`src/common/gauge_defines.svh`:
```
`ifndef GAUGE_DEFINES_SVH
`define GAUGE_DEFINES_SVH
`define CLK_MHZ 25
`define CLK_HZ 25000000
`define SLEEP_LOW_S 16
`define QUIET_S 1800
`define WAKE_PERIOD_S 14400
`define CHECK_S 900
`define CHECK_EVERY 2'h2
`define BREAK_US 190
`define BREAK_REC_US 40
`define RESP_DELAY_US 190
`define HOST_ZERO_US 70
`define DEV_START_LOW_US 32
`define DEV_ZERO_LOW_US 145
`define DEV_BIT_CYCLE_US 205
`define ADDR_CONTROL 7'h00
`define ADDR_MODE 7'h01
`define ADDR_STATUS 7'h02
`define ADDR_UNLOCK 7'h6e
`define ADDR_NV_FIRST 7'h76
`define ADDR_NV_LAST 7'h7f
`define CMD_SHIP 8'ha9
`define UNLOCK_KEY 8'hdd
`define MODE_SHIP_BIT 0
`define CMD_WRITE_BIT 7
`define NV_BYTES 10
`endif

```
`src/common/gauge_pkg.sv`:
```
package gauge_pkg;
  typedef enum logic [2:0] {
    PM_ACTIVE, PM_SLEEP, PM_WAKE, PM_CHECK, PM_SHIP, PM_HIBERNATE
  } power_t;
  typedef enum logic [2:0] {
    LK_IDLE, LK_LOW, LK_BREAK, LK_RESP, LK_TX_LOW, LK_TX_HIGH
  } link_t;
  typedef struct packed {
    logic [6:0] addr;
    logic [7:0] data;
  } wr_word_t;
  typedef struct packed {
    power_t pm;
    link_t lk;
    logic [39:0] low_cnt;
    logic [39:0] ship_cnt;
    logic [39:0] wake_cnt;
    logic [39:0] quiet_cnt;
    logic [1:0] ticks;
    logic quiet;
    logic [1:0] wake_num;
    logic armed;
    logic por_low;
    logic [15:0] bt;
    logic [2:0] bitn;
    logic [7:0] sh;
    logic data_phase;
    logic [6:0] addr;
    logic push;
    logic drv_oe;
    logic drv;
    logic temp_pulse;
    logic run;
    logic hold_temp;
    logic retain;
    logic unlock;
    logic ship_en;
    logic [9:0][7:0] nv;
  } gauge_state_t;
endpackage

```
`src/logic/word_fifo.sv`:
```
`timescale 1ns/1ps
`default_nettype none
module word_fifo #(
  parameter int WIDTH = 15,
  parameter int DEPTH = 16
) (
  input wire logic sys_clk_i,
  input wire logic rstn_i,
  input wire logic in_valid_i,
  output logic in_ready_o,
  input wire logic [WIDTH-1:0] in_data_i,
  output logic out_valid_o,
  input wire logic out_ready_i,
  output logic [WIDTH-1:0] out_data_o
);
  localparam int AW = $clog2(DEPTH);
  typedef struct packed {
    logic [DEPTH-1:0][WIDTH-1:0] mem;
    logic [AW-1:0] rd;
    logic [AW-1:0] wr;
    logic [AW:0] cnt;
  } fifo_state_t;
  fifo_state_t s_r, s_nxt;
  logic do_wr, do_rd;

  assign in_ready_o = (s_r.cnt != (AW+1)'(DEPTH));
  assign out_valid_o = (s_r.cnt != '0);
  assign out_data_o = s_r.mem[s_r.rd];
  assign do_wr = in_valid_i && in_ready_o;
  assign do_rd = out_valid_o && out_ready_i;

  always_comb begin
    s_nxt = s_r;
    if (do_wr) begin
      s_nxt.mem[s_r.wr] = in_data_i;
      s_nxt.wr = (s_r.wr == AW'(DEPTH-1)) ? '0 : s_r.wr + 1'b1;
    end
    if (do_rd) begin
      s_nxt.rd = (s_r.rd == AW'(DEPTH-1)) ? '0 : s_r.rd + 1'b1;
    end
    s_nxt.cnt = s_r.cnt + (AW+1)'(do_wr) - (AW+1)'(do_rd);
  end

  always_ff @(posedge sys_clk_i) begin
    if (!rstn_i) begin
      s_r <= '0;
    end else begin
      s_r <= s_nxt;
    end
  end
endmodule // word_fifo
`default_nettype wire

```
`src/logic/gauge_port.sv`:
```
`timescale 1ns/1ps
`default_nettype none
`include "gauge_defines.svh"
module gauge_port #(
  parameter longint unsigned SLEEP_LOW_CYC = longint'(`SLEEP_LOW_S) * `CLK_HZ,
  parameter longint unsigned QUIET_CYC = longint'(`QUIET_S) * `CLK_HZ,
  parameter longint unsigned WAKE_CYC = longint'(`WAKE_PERIOD_S) * `CLK_HZ,
  parameter longint unsigned CHECK_CYC = longint'(`CHECK_S) * `CLK_HZ,
  parameter int LINK_CLK_MHZ = `CLK_MHZ,
  parameter longint unsigned BREAK_CYC = `BREAK_US * LINK_CLK_MHZ,
  parameter int FIFO_DEPTH = 16
) (
  input wire logic sys_clk_i,
  input wire logic rstn_i,
  input wire logic single_wire_host_line_i,
  output logic single_wire_host_line_o,
  output logic single_wire_host_line_oe_o,
  input wire logic activity_i,
  input wire logic filter_zero_i,
  input wire logic charge_counter_converter_tick_i,
  input wire logic supply_ok_i,
  input wire logic backup_supply_pin_i,
  output gauge_pkg::power_t power_mode_o,
  output logic temp_convert_o,
  output logic gauge_run_o,
  output logic hold_temp_o,
  output logic retain_o
);
  // -----------------------------------------------------------------
  // link timing
  // -----------------------------------------------------------------
  localparam logic [15:0] BREAK_REC_CYC = 16'(`BREAK_REC_US * LINK_CLK_MHZ);
  localparam logic [15:0] RESP_CYC = 16'(`RESP_DELAY_US * LINK_CLK_MHZ);
  localparam logic [15:0] HOST_ZERO_CYC = 16'(`HOST_ZERO_US * LINK_CLK_MHZ);
  localparam logic [15:0] DEV_ONE_CYC = 16'(`DEV_START_LOW_US * LINK_CLK_MHZ);
  localparam logic [15:0] DEV_ZERO_CYC = 16'(`DEV_ZERO_LOW_US * LINK_CLK_MHZ);
  localparam logic [15:0] DEV_CYC = 16'(`DEV_BIT_CYCLE_US * LINK_CLK_MHZ);
  localparam logic [39:0] SLEEP_LOW = 40'(SLEEP_LOW_CYC);
  localparam logic [39:0] QUIET = 40'(QUIET_CYC);
  localparam logic [39:0] WAKE = 40'(WAKE_CYC);
  localparam logic [39:0] CHECK = 40'(CHECK_CYC);
  localparam logic [15:0] BRK = 16'(BREAK_CYC);

  gauge_pkg::gauge_state_t s_r, s_nxt;
  gauge_pkg::wr_word_t rx_word, wr_word;
  logic line;
  logic fifo_in_ready, fifo_out_valid, drain_ready, fifo_empty;
  logic low_bit;
  logic [7:0] rd_data;
  logic [3:0] nv_idx;

  assign line = single_wire_host_line_i;
  assign rx_word = '{addr: s_r.addr, data: s_r.sh};
  // drain stalls while bits are going out on the line
  assign drain_ready = (s_r.lk != gauge_pkg::LK_TX_LOW) && (s_r.lk != gauge_pkg::LK_TX_HIGH);
  assign fifo_empty = !fifo_out_valid;
  assign low_bit = (s_r.bt < HOST_ZERO_CYC);
  assign nv_idx = 4'(s_r.addr - `ADDR_NV_FIRST);

  word_fifo #(
    .WIDTH($bits(gauge_pkg::wr_word_t)),
    .DEPTH(FIFO_DEPTH)
  ) u_wr_fifo (
    .sys_clk_i(sys_clk_i),
    .rstn_i(rstn_i),
    .in_valid_i(s_r.push),
    .in_ready_o(fifo_in_ready),
    .in_data_i(rx_word),
    .out_valid_o(fifo_out_valid),
    .out_ready_i(drain_ready),
    .out_data_o(wr_word)
  );

  // -----------------------------------------------------------------
  // register read mux
  // -----------------------------------------------------------------
  always_comb begin
    rd_data = 8'h00;
    if (s_r.addr == `ADDR_MODE) begin
      rd_data = {7'h00, s_r.ship_en};
    end else if (s_r.addr == `ADDR_STATUS) begin
      rd_data = {s_r.armed, s_r.unlock, s_r.quiet, 2'h0, s_r.pm};
    end else if (s_r.addr >= `ADDR_NV_FIRST) begin
      rd_data = s_r.nv[nv_idx];
    end
  end

  // -----------------------------------------------------------------
  // next state
  // -----------------------------------------------------------------
  always_comb begin
    s_nxt = s_r;
    s_nxt.temp_pulse = 1'b0;
    s_nxt.drv = 1'b0;

    // register writes leave the fifo here
    if (fifo_out_valid && drain_ready) begin
      unique case (wr_word.addr)
        `ADDR_CONTROL: begin
          if (wr_word.data == `CMD_SHIP && s_r.ship_en) begin
            s_nxt.armed = 1'b1;
            s_nxt.ship_cnt = '0;
          end
        end
        `ADDR_MODE: s_nxt.ship_en = wr_word.data[`MODE_SHIP_BIT];
        `ADDR_UNLOCK: s_nxt.unlock = (wr_word.data == `UNLOCK_KEY);
        default: begin
          if (wr_word.addr >= `ADDR_NV_FIRST && s_r.unlock) begin
            s_nxt.nv[4'(wr_word.addr - `ADDR_NV_FIRST)] = wr_word.data;
          end
        end
      endcase
    end
    if (s_r.push && fifo_in_ready) begin
      s_nxt.push = 1'b0;
    end

    // link receiver and transmitter
    unique case (s_r.lk)
      gauge_pkg::LK_IDLE: begin
        if (!line && !s_r.push) begin
          s_nxt.lk = gauge_pkg::LK_LOW;
          s_nxt.bt = '0;
        end
      end
      gauge_pkg::LK_LOW: begin
        s_nxt.bt = s_r.bt + 16'h0001;
        if (s_r.bt >= BRK) begin
          s_nxt.lk = gauge_pkg::LK_BREAK;
          s_nxt.bitn = '0;
          s_nxt.data_phase = 1'b0;
          s_nxt.bt = '0;
        end else if (line) begin
          // short low is a one, long low a zero; lsb arrives first
          s_nxt.sh = {low_bit, s_r.sh[7:1]};
          s_nxt.bitn = s_r.bitn + 3'h1;
          s_nxt.lk = gauge_pkg::LK_IDLE;
          if (s_r.bitn == 3'h7) begin
            if (s_r.data_phase) begin
              s_nxt.push = 1'b1;
              s_nxt.data_phase = 1'b0;
            end else begin
              s_nxt.addr = s_r.sh[7:1];
              if (low_bit) begin
                s_nxt.data_phase = 1'b1;
              end else begin
                s_nxt.lk = gauge_pkg::LK_RESP;
                s_nxt.bt = '0;
              end
            end
          end
        end
      end
      gauge_pkg::LK_BREAK: begin
        s_nxt.bt = line ? s_r.bt + 16'h0001 : '0;
        if (line && s_r.bt >= BREAK_REC_CYC) begin
          s_nxt.lk = gauge_pkg::LK_IDLE;
        end
      end
      gauge_pkg::LK_RESP: begin
        // pending writes land first so a read sees them
        if (fifo_empty) begin
          s_nxt.bt = s_r.bt + 16'h0001;
        end
        if (fifo_empty && s_r.bt >= RESP_CYC) begin
          s_nxt.sh = rd_data;
          s_nxt.bitn = '0;
          s_nxt.bt = '0;
          s_nxt.drv_oe = 1'b1;
          s_nxt.lk = gauge_pkg::LK_TX_LOW;
        end
      end
      gauge_pkg::LK_TX_LOW: begin
        s_nxt.bt = s_r.bt + 16'h0001;
        if (s_r.bt >= (s_r.sh[0] ? DEV_ONE_CYC : DEV_ZERO_CYC) - 16'h0001) begin
          s_nxt.drv_oe = 1'b0;
          s_nxt.lk = gauge_pkg::LK_TX_HIGH;
        end
      end
      gauge_pkg::LK_TX_HIGH: begin
        s_nxt.bt = s_r.bt + 16'h0001;
        if (s_r.bt >= DEV_CYC - 16'h0001) begin
          s_nxt.sh = {1'b0, s_r.sh[7:1]};
          s_nxt.bitn = s_r.bitn + 3'h1;
          s_nxt.bt = '0;
          if (s_r.bitn == 3'h7) begin
            s_nxt.lk = gauge_pkg::LK_IDLE;
          end else begin
            s_nxt.drv_oe = 1'b1;
            s_nxt.lk = gauge_pkg::LK_TX_LOW;
          end
        end
      end
      default: s_nxt.lk = gauge_pkg::LK_IDLE;
    endcase

    // activity qualification
    if (filter_zero_i) begin
      s_nxt.quiet_cnt = s_r.quiet_cnt + 40'h1;
      if (charge_counter_converter_tick_i && s_r.ticks != 2'h2) begin
        s_nxt.ticks = s_r.ticks + 2'h1;
      end
      if (s_r.quiet_cnt >= CHECK - 40'h1) begin
        s_nxt.quiet = (s_r.ticks < 2'h2);
        s_nxt.quiet_cnt = '0;
        s_nxt.ticks = '0;
      end
    end else if (activity_i) begin
      s_nxt.quiet = 1'b0;
      s_nxt.quiet_cnt = '0;
    end else if (s_r.quiet_cnt >= QUIET - 40'h1) begin
      s_nxt.quiet = 1'b1;
    end else begin
      s_nxt.quiet_cnt = s_r.quiet_cnt + 40'h1;
    end

    // low time of the line
    s_nxt.low_cnt = line ? '0 : s_r.low_cnt + 40'h1;
    if (s_r.armed && !line) begin
      s_nxt.ship_cnt = s_r.ship_cnt + 40'h1;
    end

    // power modes
    unique case (s_r.pm)
      gauge_pkg::PM_ACTIVE: begin
        if (s_r.armed && s_r.ship_cnt >= SLEEP_LOW) begin
          s_nxt.pm = gauge_pkg::PM_SHIP;
          s_nxt.por_low = 1'b0;
        end else if (!s_r.armed && s_r.low_cnt >= SLEEP_LOW && s_r.quiet) begin
          s_nxt.pm = gauge_pkg::PM_SLEEP;
          s_nxt.wake_cnt = '0;
          s_nxt.wake_num = '0;
        end
      end
      gauge_pkg::PM_SLEEP: begin
        s_nxt.wake_cnt = s_r.wake_cnt + 40'h1;
        if (line) begin
          s_nxt.pm = gauge_pkg::PM_ACTIVE;
        end else if (s_r.armed && s_r.ship_cnt >= SLEEP_LOW) begin
          s_nxt.pm = gauge_pkg::PM_SHIP;
          s_nxt.por_low = 1'b0;
        end else if (s_r.wake_cnt >= WAKE - 40'h1) begin
          s_nxt.temp_pulse = 1'b1;
          s_nxt.wake_cnt = '0;
          s_nxt.wake_num = (s_r.wake_num == `CHECK_EVERY) ? 2'h0 : s_r.wake_num + 2'h1;
          s_nxt.pm = (s_r.wake_num == 2'h0) ? gauge_pkg::PM_CHECK : gauge_pkg::PM_WAKE;
        end
      end
      gauge_pkg::PM_WAKE: begin
        s_nxt.wake_cnt = s_r.wake_cnt + 40'h1;
        if (line) begin
          s_nxt.pm = gauge_pkg::PM_ACTIVE;
        end else if (s_r.wake_cnt >= SLEEP_LOW - 40'h1) begin
          s_nxt.pm = gauge_pkg::PM_SLEEP;
          s_nxt.wake_cnt = '0;
        end
      end
      gauge_pkg::PM_CHECK: begin
        s_nxt.wake_cnt = s_r.wake_cnt + 40'h1;
        if (line || activity_i) begin
          s_nxt.pm = gauge_pkg::PM_ACTIVE;
        end else if (s_r.wake_cnt >= CHECK - 40'h1) begin
          s_nxt.pm = gauge_pkg::PM_SLEEP;
          s_nxt.wake_cnt = '0;
        end
      end
      gauge_pkg::PM_SHIP: begin
        if (!supply_ok_i) begin
          s_nxt.por_low = 1'b1;
        end
        if ((line && supply_ok_i) || (s_r.por_low && supply_ok_i)) begin
          s_nxt.pm = gauge_pkg::PM_ACTIVE;
          s_nxt.armed = 1'b0;
        end
      end
      gauge_pkg::PM_HIBERNATE: begin
        if (supply_ok_i) begin
          s_nxt.pm = gauge_pkg::PM_ACTIVE;
        end
      end
      default: s_nxt.pm = gauge_pkg::PM_ACTIVE;
    endcase
    if (!supply_ok_i && backup_supply_pin_i) begin
      s_nxt.pm = gauge_pkg::PM_HIBERNATE;
    end

    s_nxt.run = (s_nxt.pm == gauge_pkg::PM_ACTIVE) || (s_nxt.pm == gauge_pkg::PM_CHECK);
    s_nxt.hold_temp = (s_nxt.pm == gauge_pkg::PM_SLEEP);
    s_nxt.retain = (s_nxt.pm == gauge_pkg::PM_HIBERNATE);
  end

  always_ff @(posedge sys_clk_i) begin
    if (!rstn_i) begin
      s_r <= '0;
      s_r.pm <= gauge_pkg::PM_ACTIVE;
      s_r.lk <= gauge_pkg::LK_IDLE;
      s_r.run <= 1'b1;
    end else begin
      s_r <= s_nxt;
    end
  end

  assign single_wire_host_line_o = s_r.drv;
  assign single_wire_host_line_oe_o = s_r.drv_oe;
  assign power_mode_o = s_r.pm;
  assign temp_convert_o = s_r.temp_pulse;
  assign gauge_run_o = s_r.run;
  assign hold_temp_o = s_r.hold_temp;
  assign retain_o = s_r.retain;
endmodule // gauge_port
`default_nettype wire

```
`config.mk`:
```
export PLATFORM = sky130hd
export DESIGN_NAME = gauge_port
export DESIGN_NICKNAME = d
export VERILOG_FILES = /design/src/common/gauge_pkg.sv /design/src/logic/word_fifo.sv /design/src/logic/gauge_port.sv
export VERILOG_INCLUDE_DIRS = /design/src /design/src/common
export SDC_FILE = /design/constraint.sdc
export NUM_CORES = 1
export LEC_CHECK = 0
export BUFFER_PORTS_ARGS = -buffer_cell sky130_fd_sc_hd__buf_2
export CORE_AREA = 3 3 254 281
export DETAILED_ROUTE_END_ITERATION = 8
export DIE_AREA = 0 0 257 284
export PLACE_DENSITY_LB_ADDON = 0.08
export SYNTH_ARGS = -nofsm -noshare
export SYNTH_HDL_FRONTEND = slang
export SYNTH_SLANG_ARGS = --single-unit
```
`constraint.sdc`:
```
create_clock -name sys_clk_i -period 4 [get_ports sys_clk_i]
set_input_delay 0.6 -clock sys_clk_i [delete_from_list [all_inputs] [get_ports sys_clk_i]]
set_output_delay 0.6 -clock sys_clk_i [all_outputs]
set_load 0.05 [all_outputs]
```
# ---- After elaboration in Yosys (flattened, before gate mapping)
# Cells that the tools add are included.
dict set report word_totals {
  word_cells 312
  input_bits 8
  ff_bits 550
  out_inout_bits 9
}
dict set report classes {
  magnitude_cmp 21
  muxes 108
  n_eq_ne 45
  add_sub_neg 15
  bitwise_logic 5
  n_reduce_logical 64
}
# operator n
set ops {}
lappend ops {{$mux 40} 16}
lappend ops {{$bwmux 240} 1}
lappend ops {{$add 40x1->40 const B} 4}
lappend ops {{$pmux 40 s4} 1}
lappend ops {{$ge 40x29->1 const B} 3}
lappend ops {{$mux 16} 6}
lappend ops {{$pmux 16 s6} 1}
lappend ops {{$bwmux 80} 1}
lappend ops {{$ge 40x35->1 const B} 2}
lappend ops {{$bmux 15 s4} 1}
lappend ops {{$demux 15 s4} 1}
lappend ops {{$mux 3} 20}
lappend ops {{$mux 27} 2}
lappend ops {{$mux 8} 6}
lappend ops {{$mux 43} 1}
lappend ops {{$ge 40x36->1 const B} 1}
lappend ops {{$ge 40x39->1 const B} 1}
lappend ops {{$mux 36} 1}
lappend ops {{$pmux 3 s6} 2}
lappend ops {{$pmux 11 s3} 1}
lappend ops {{$bmux 8 s4} 1}
lappend ops {{$demux 8 s4} 1}
lappend ops {{$ge 16x13->1 const B} 2}
lappend ops {{$mux 15} 2}
lappend ops {{57 further kinds} 180}

# ---- Depth between registers and ports, before layout
dict set report depth {
  depth_word 9
  mapped_depth 16
  mapped_depth_nobuf 15
}

# ---- By module
# Synthesis repeated with hierarchy kept, for this count alone.
dict set report unflattened {
  hier_cells 2866
  hier_area_um2 26491.7
}
# module seq_area_each_um2 cells_per_inst area_each_um2 instances
set modules_own_cells {}
lappend modules_own_cells {gauge_port 5925.7 1764 14919.3 1}
lappend modules_own_cells {word_fifo 5064.9 1102 11572.3 1}

# ---- Worst setup path after synthesis
# No wires, ideal clock.
dict set report synth_path {
  path_kind {flip-flop to flip-flop}
  from {register u_wr_fifo.s_r[9] in the netlist's numbering}
  to {register s_r[65] in the netlist's numbering}
  setup_ns 0.146
  period_less_slack_ns 3.301
  arrival_ns 3.155
  n_path_buf 4
  t_required_ns 3.854
  setup_slack_ns 0.699
  stages_incl_launch_ff 14
  cell_sequence {dfxtp_1 buf_4 buf_4 mux4_2 mux2_2 o21bai_2 inv_1 ha_1 clkbuf_1 nor2_1 inv_1 a2111o_1 clkbuf_1 mux2i_1}
}
dict set report synth_via {
  elab_chain_len 8
  word_cells_on_any_way 17
  cone_classes {1 x add/sub; 3 x order compare; 2 x eq/ne; 5 x mux; 1 x bitwise; 5 x reduce/logical}
}
# element line_no
set synth_lines {}
lappend synth_lines {{start: declaration} word_fifo.sv:23} ;# fifo_state_t s_r, s_nxt;
lappend synth_lines {{start signal: assignment} word_fifo.sv:48} ;# s_r <= s_nxt;
lappend synth_lines {{$bmux 15 s4 *} word_fifo.sv:28} ;# assign out_data_o = s_r.mem[s_r.rd];
lappend synth_lines {{$mux 15 (not written as such) *} word_fifo.sv:28}
lappend synth_lines {{$sub 4x3->4 (no line)} --}
lappend synth_lines {{$lt 4x5->1 or $ge 4x1->1 (tied branches)} gauge_port.sv:109} ;# s_nxt.nv[4'(wr_word.addr - `ADDR_NV_FIRST)] = wr_word.data;
lappend synth_lines {{$logic_and 1x1->1} gauge_port.sv:109}
lappend synth_lines {{$mux 8} gauge_port.sv:109}
lappend synth_lines {{$demux 8 s4} gauge_port.sv:109}
lappend synth_lines {{$bwmux 80} gauge_port.sv:109}
lappend synth_lines {{end signal: assignment} gauge_port.sv:299} ;# s_r <= s_nxt;
lappend synth_lines {{end: declaration} gauge_port.sv:44} ;# gauge_pkg::gauge_state_t s_r, s_nxt;
# Mark *: on every way between the ends. The rest lies on a longest branch, timed or not. The select of a mux whose other input is x is not followed.
# A chain may end at the register's enable or synchronous reset.

# ---- Worst setup path after layout
dict set report layout_path {
  from {register u_wr_fifo.s_r[9] in the netlist's numbering}
  to {register s_r[30] in the netlist's numbering}
}
# The elaborated chain is that of the path after synthesis.

==> impl_results.md <==
- Share of flip-flops with an asynchronous set or reset: 0%
- RSZ-0062 raised after global routing: false
- Ports: 17
- Post-DR vias/cell: 5.58
- TritonRoute pass-1 iters: 5
- Critical Path End Type: register
- CTS root buffer: clkbuf_16
- First-pass GRT wire length: 126000 um
- Final Hold Fails: 0
- Top_reg_cell synth: dfxtp_1
- DR DRC count: 0
- Setup bufs post-CTS: 0
- Post-Syn Area: 0.0266 sq mm
- Yosys warnings: 0
- CTS tree: built
- DIE WIDTH: 257 um
- Slew headroom: 21.2%
- Vias: 23111
- Wire length per cell: 19.0 um
- Area delta synth->final: 11.9%
- Total track usage: 21.3%
- Fin crit share: 92.8%
- Wirelength, routed: 78800 um
- Die area: 0.0730 sq mm
- Total negative slack: 0 ps
- ANT cells: 0
- Reg2Reg Depth: 10
- F_max: 269 MHz
- Clock Latency Late Sink: 610 ps
- Post-synth EDFFs: 0
- Crit. Startpoint: u_wr_fifo.s_r[9]
- Sequential fraction of the synthesis area: 41.3%
- Max rail drop VDD: 0.348 mV
- Startpoint class of the critical path: register
- Initial antenna violation count: 0
- Synth unique cells: 85
- CP max FO: 15
- Final WS setup: 287 ps
- Critical setup path kind: register to register
- Setup WS pre-CTS: 328 ps
- Nets: 3210
- Syn avg cell area: 8.24 sq um
- Reg clk slew, reported paths: 60 ps
- Fin. max-slew vios: 0
- IO Port Bufs: 15
- Largest net degree at the start of global routing: 130
- Worst r2r src: u_wr_fifo.s_r[9]
- Placed Area: 0.0276 sq mm
- FILL cells: 6750
- Minimum clock period: 3710 ps
- Tightest Pin Transition: 1180 ps
- Routability cong.: 0.824
- Clock buffer count from CTS: 66
- Clock Sinks: 549
- Dpl hpwl: 51600 um
- Status: complete, no violations
- Num rows: 101
- Max Buffers Root-to-Sink: 3
- Fraction of layout cells with a size suffix above 1: 9.79%
- Reg-to-reg setup timing slack: 290 ps
- Post_cts resized: 0
- Syn Inst Count: 3232
- Vias in the first global route: 22468
- # setup viols final: 0
- Leak: 0.00992 uW
- Max Cap Violations: 0
- 1st-iter DRT viols: 1694
- Hold_buf cts: 0
- Antenna-violating nets left: 0
- Core area: 0.0689 sq mm
- Overflow after GRT: 0
- Syn_nets: 3273
- Pwr Density: 429 mW/mm^2
- RR Endpoint: s_r[30]
- H-Tree Depth: 3
- Worst EP required: 4510 ps
- CP arrival: 4220 ps
- Initial core utilization: 38.7%
- Critical Path End: s_r[30]
- Min-delay worst type: input pin to register
- Die Span Y: 284 um
- Post-route cell area: 0.0298 sq mm
- #FFs+latches synth: 549
- Skew final: 25.8 ps
[routing by layer]
layer,GRT usage [%],part of all wire (%),up-vias
met5,0,0,-
met4,8.41,3.5,0
met3,2.81,4.5,139
met2,36.3,48,541
met1,27.2,44,11180
li1,-,-,11251
[synthesized netlist by cell type (10+ instances only)]
master     number  area share (%)
nand2b_1       22            0.52
nor3_1         56             1.1
nand2_1       751              11
buf_4          12            0.34
clkbuf_1      183             2.6
a211oi_1       31            0.87
buf_2          13            0.24
nand4_1        65             1.5
nand3_1       143             2.7
nor2b_1        18            0.42
o22ai_1        18            0.42
or3_1          38            0.89
mux2_2         12            0.51
and4_1         13            0.43
nor2_1        202             2.8
and2_1         16            0.38
and3_1         34            0.80
o211ai_1       16            0.45
nor4_1         25            0.59
a22oi_1        27            0.76
a21oi_1       325             6.1
mux4_2         65             5.5
o31ai_1        23            0.65
mux2i_1       122             4.6
ha_1           32             1.5
a2bb2oi_1      10            0.33
or4_1          23            0.65
dfxtp_1       549              41
buf_1          10            0.14
xnor2_1        44             1.4
inv_1          50            0.70
xor2_1         56             1.8
o21ai_0        88             1.7
[cell families (layout without fill, tap and decap cells)]
family	after synthesis	count (layout)	synth area share, %
other cells	1	1	0.0141
mux	199	199	10.6
buf+inv	273	259	4.24
xor+xnor	100	100	3.29
fa+ha+maj	33	33	1.58
flops	549	549	41.3
compound gates	622	622	14.0
simple gates	1455	1455	25.0
[critical path, cell delays in order, from the launching register on]
cell       delay (ps)
dfxtp_2           560
mux4_2            550
o22ai_1           220
o21bai_2          280
inv_1             260
ha_1              300
xnor2_1           170
a2111oi_4         280
buf_4             230
and3_1            490
mux2i_1           260
[power breakdown]
part           total [uW]  internal (uW)  switching (uW)
combinational        1060            407             658
sequential           5690           5520             168
clock                6040           3640            2410
[stage by stage]
| stage | instances | total power (uW) | util [%] | hold slack [ps] |
|---|---|---|---|---|
| after floorplan | 3232 | 6590 | - | 429 |
| after global placement | 4028 | 6860 | 40.1 | 438 |
| after detailed placement | 4028 | 6880 | 40.1 | 446 |
| after CTS | 4145 | 13000 | 43.3 | 350 |
| after global routing | 4145 | 13300 | 43.3 | 411 |
| final | 4145 | 12800 | 43.3 | 396 |
[worst min path at each step]
stage	start	end	slack [ps]	depth (start not counted)
floorplan	s_r[170]	s_r[170]	430	2
finish	supply_ok_i	s_r[124]	400	4
global route	supply_ok_i	s_r[124]	410	4
global placement	u_wr_fifo.s_r[231]	u_wr_fifo.s_r[231]	440	2
detailed placement	u_wr_fifo.s_r[42]	u_wr_fifo.s_r[42]	450	2
CTS	supply_ok_i	s_r[124]	350	4
[cell type report]
cell class / instances / area (sq um) / share of cell area (%)
clock buffer: 99 / 1950 / 6.53
clock inverter: 18 / 235 / 0.789
inverter: 51 / 199 / 0.667
multi-input combinational: 2410 / 14600 / 48.9
sequential: 549 / 11000 / 36.9
tap: 927 / 1160 / 3.89
timing repair buffer: 91 / 686 / 2.30
[layout by cell type (no fill, tap or decap), types with 65 or more instances in the layout]
cell type and instances:
dfxtp_1 544, mux2i_1 122, a21oi_1 325, o21ai_0 88, nand3_1 143, clkbuf_16 68, nand2_1 751, nor2_1 202
buf_4 74, mux4_2 65, nand4_1 65
[registers in the layout (all words and copies together), names as in the netlist]
signal / cells
single_wire_host_line_oe_o: 1
gauge_run_o: 1
hold_temp_o: 1
u_wr_fifo.s_r: 253
power_mode_o: 3
s_r: 273
temp_convert_o: 1
rx_word: 15
retain_o: 1
(Power assumes the default switching activity.)
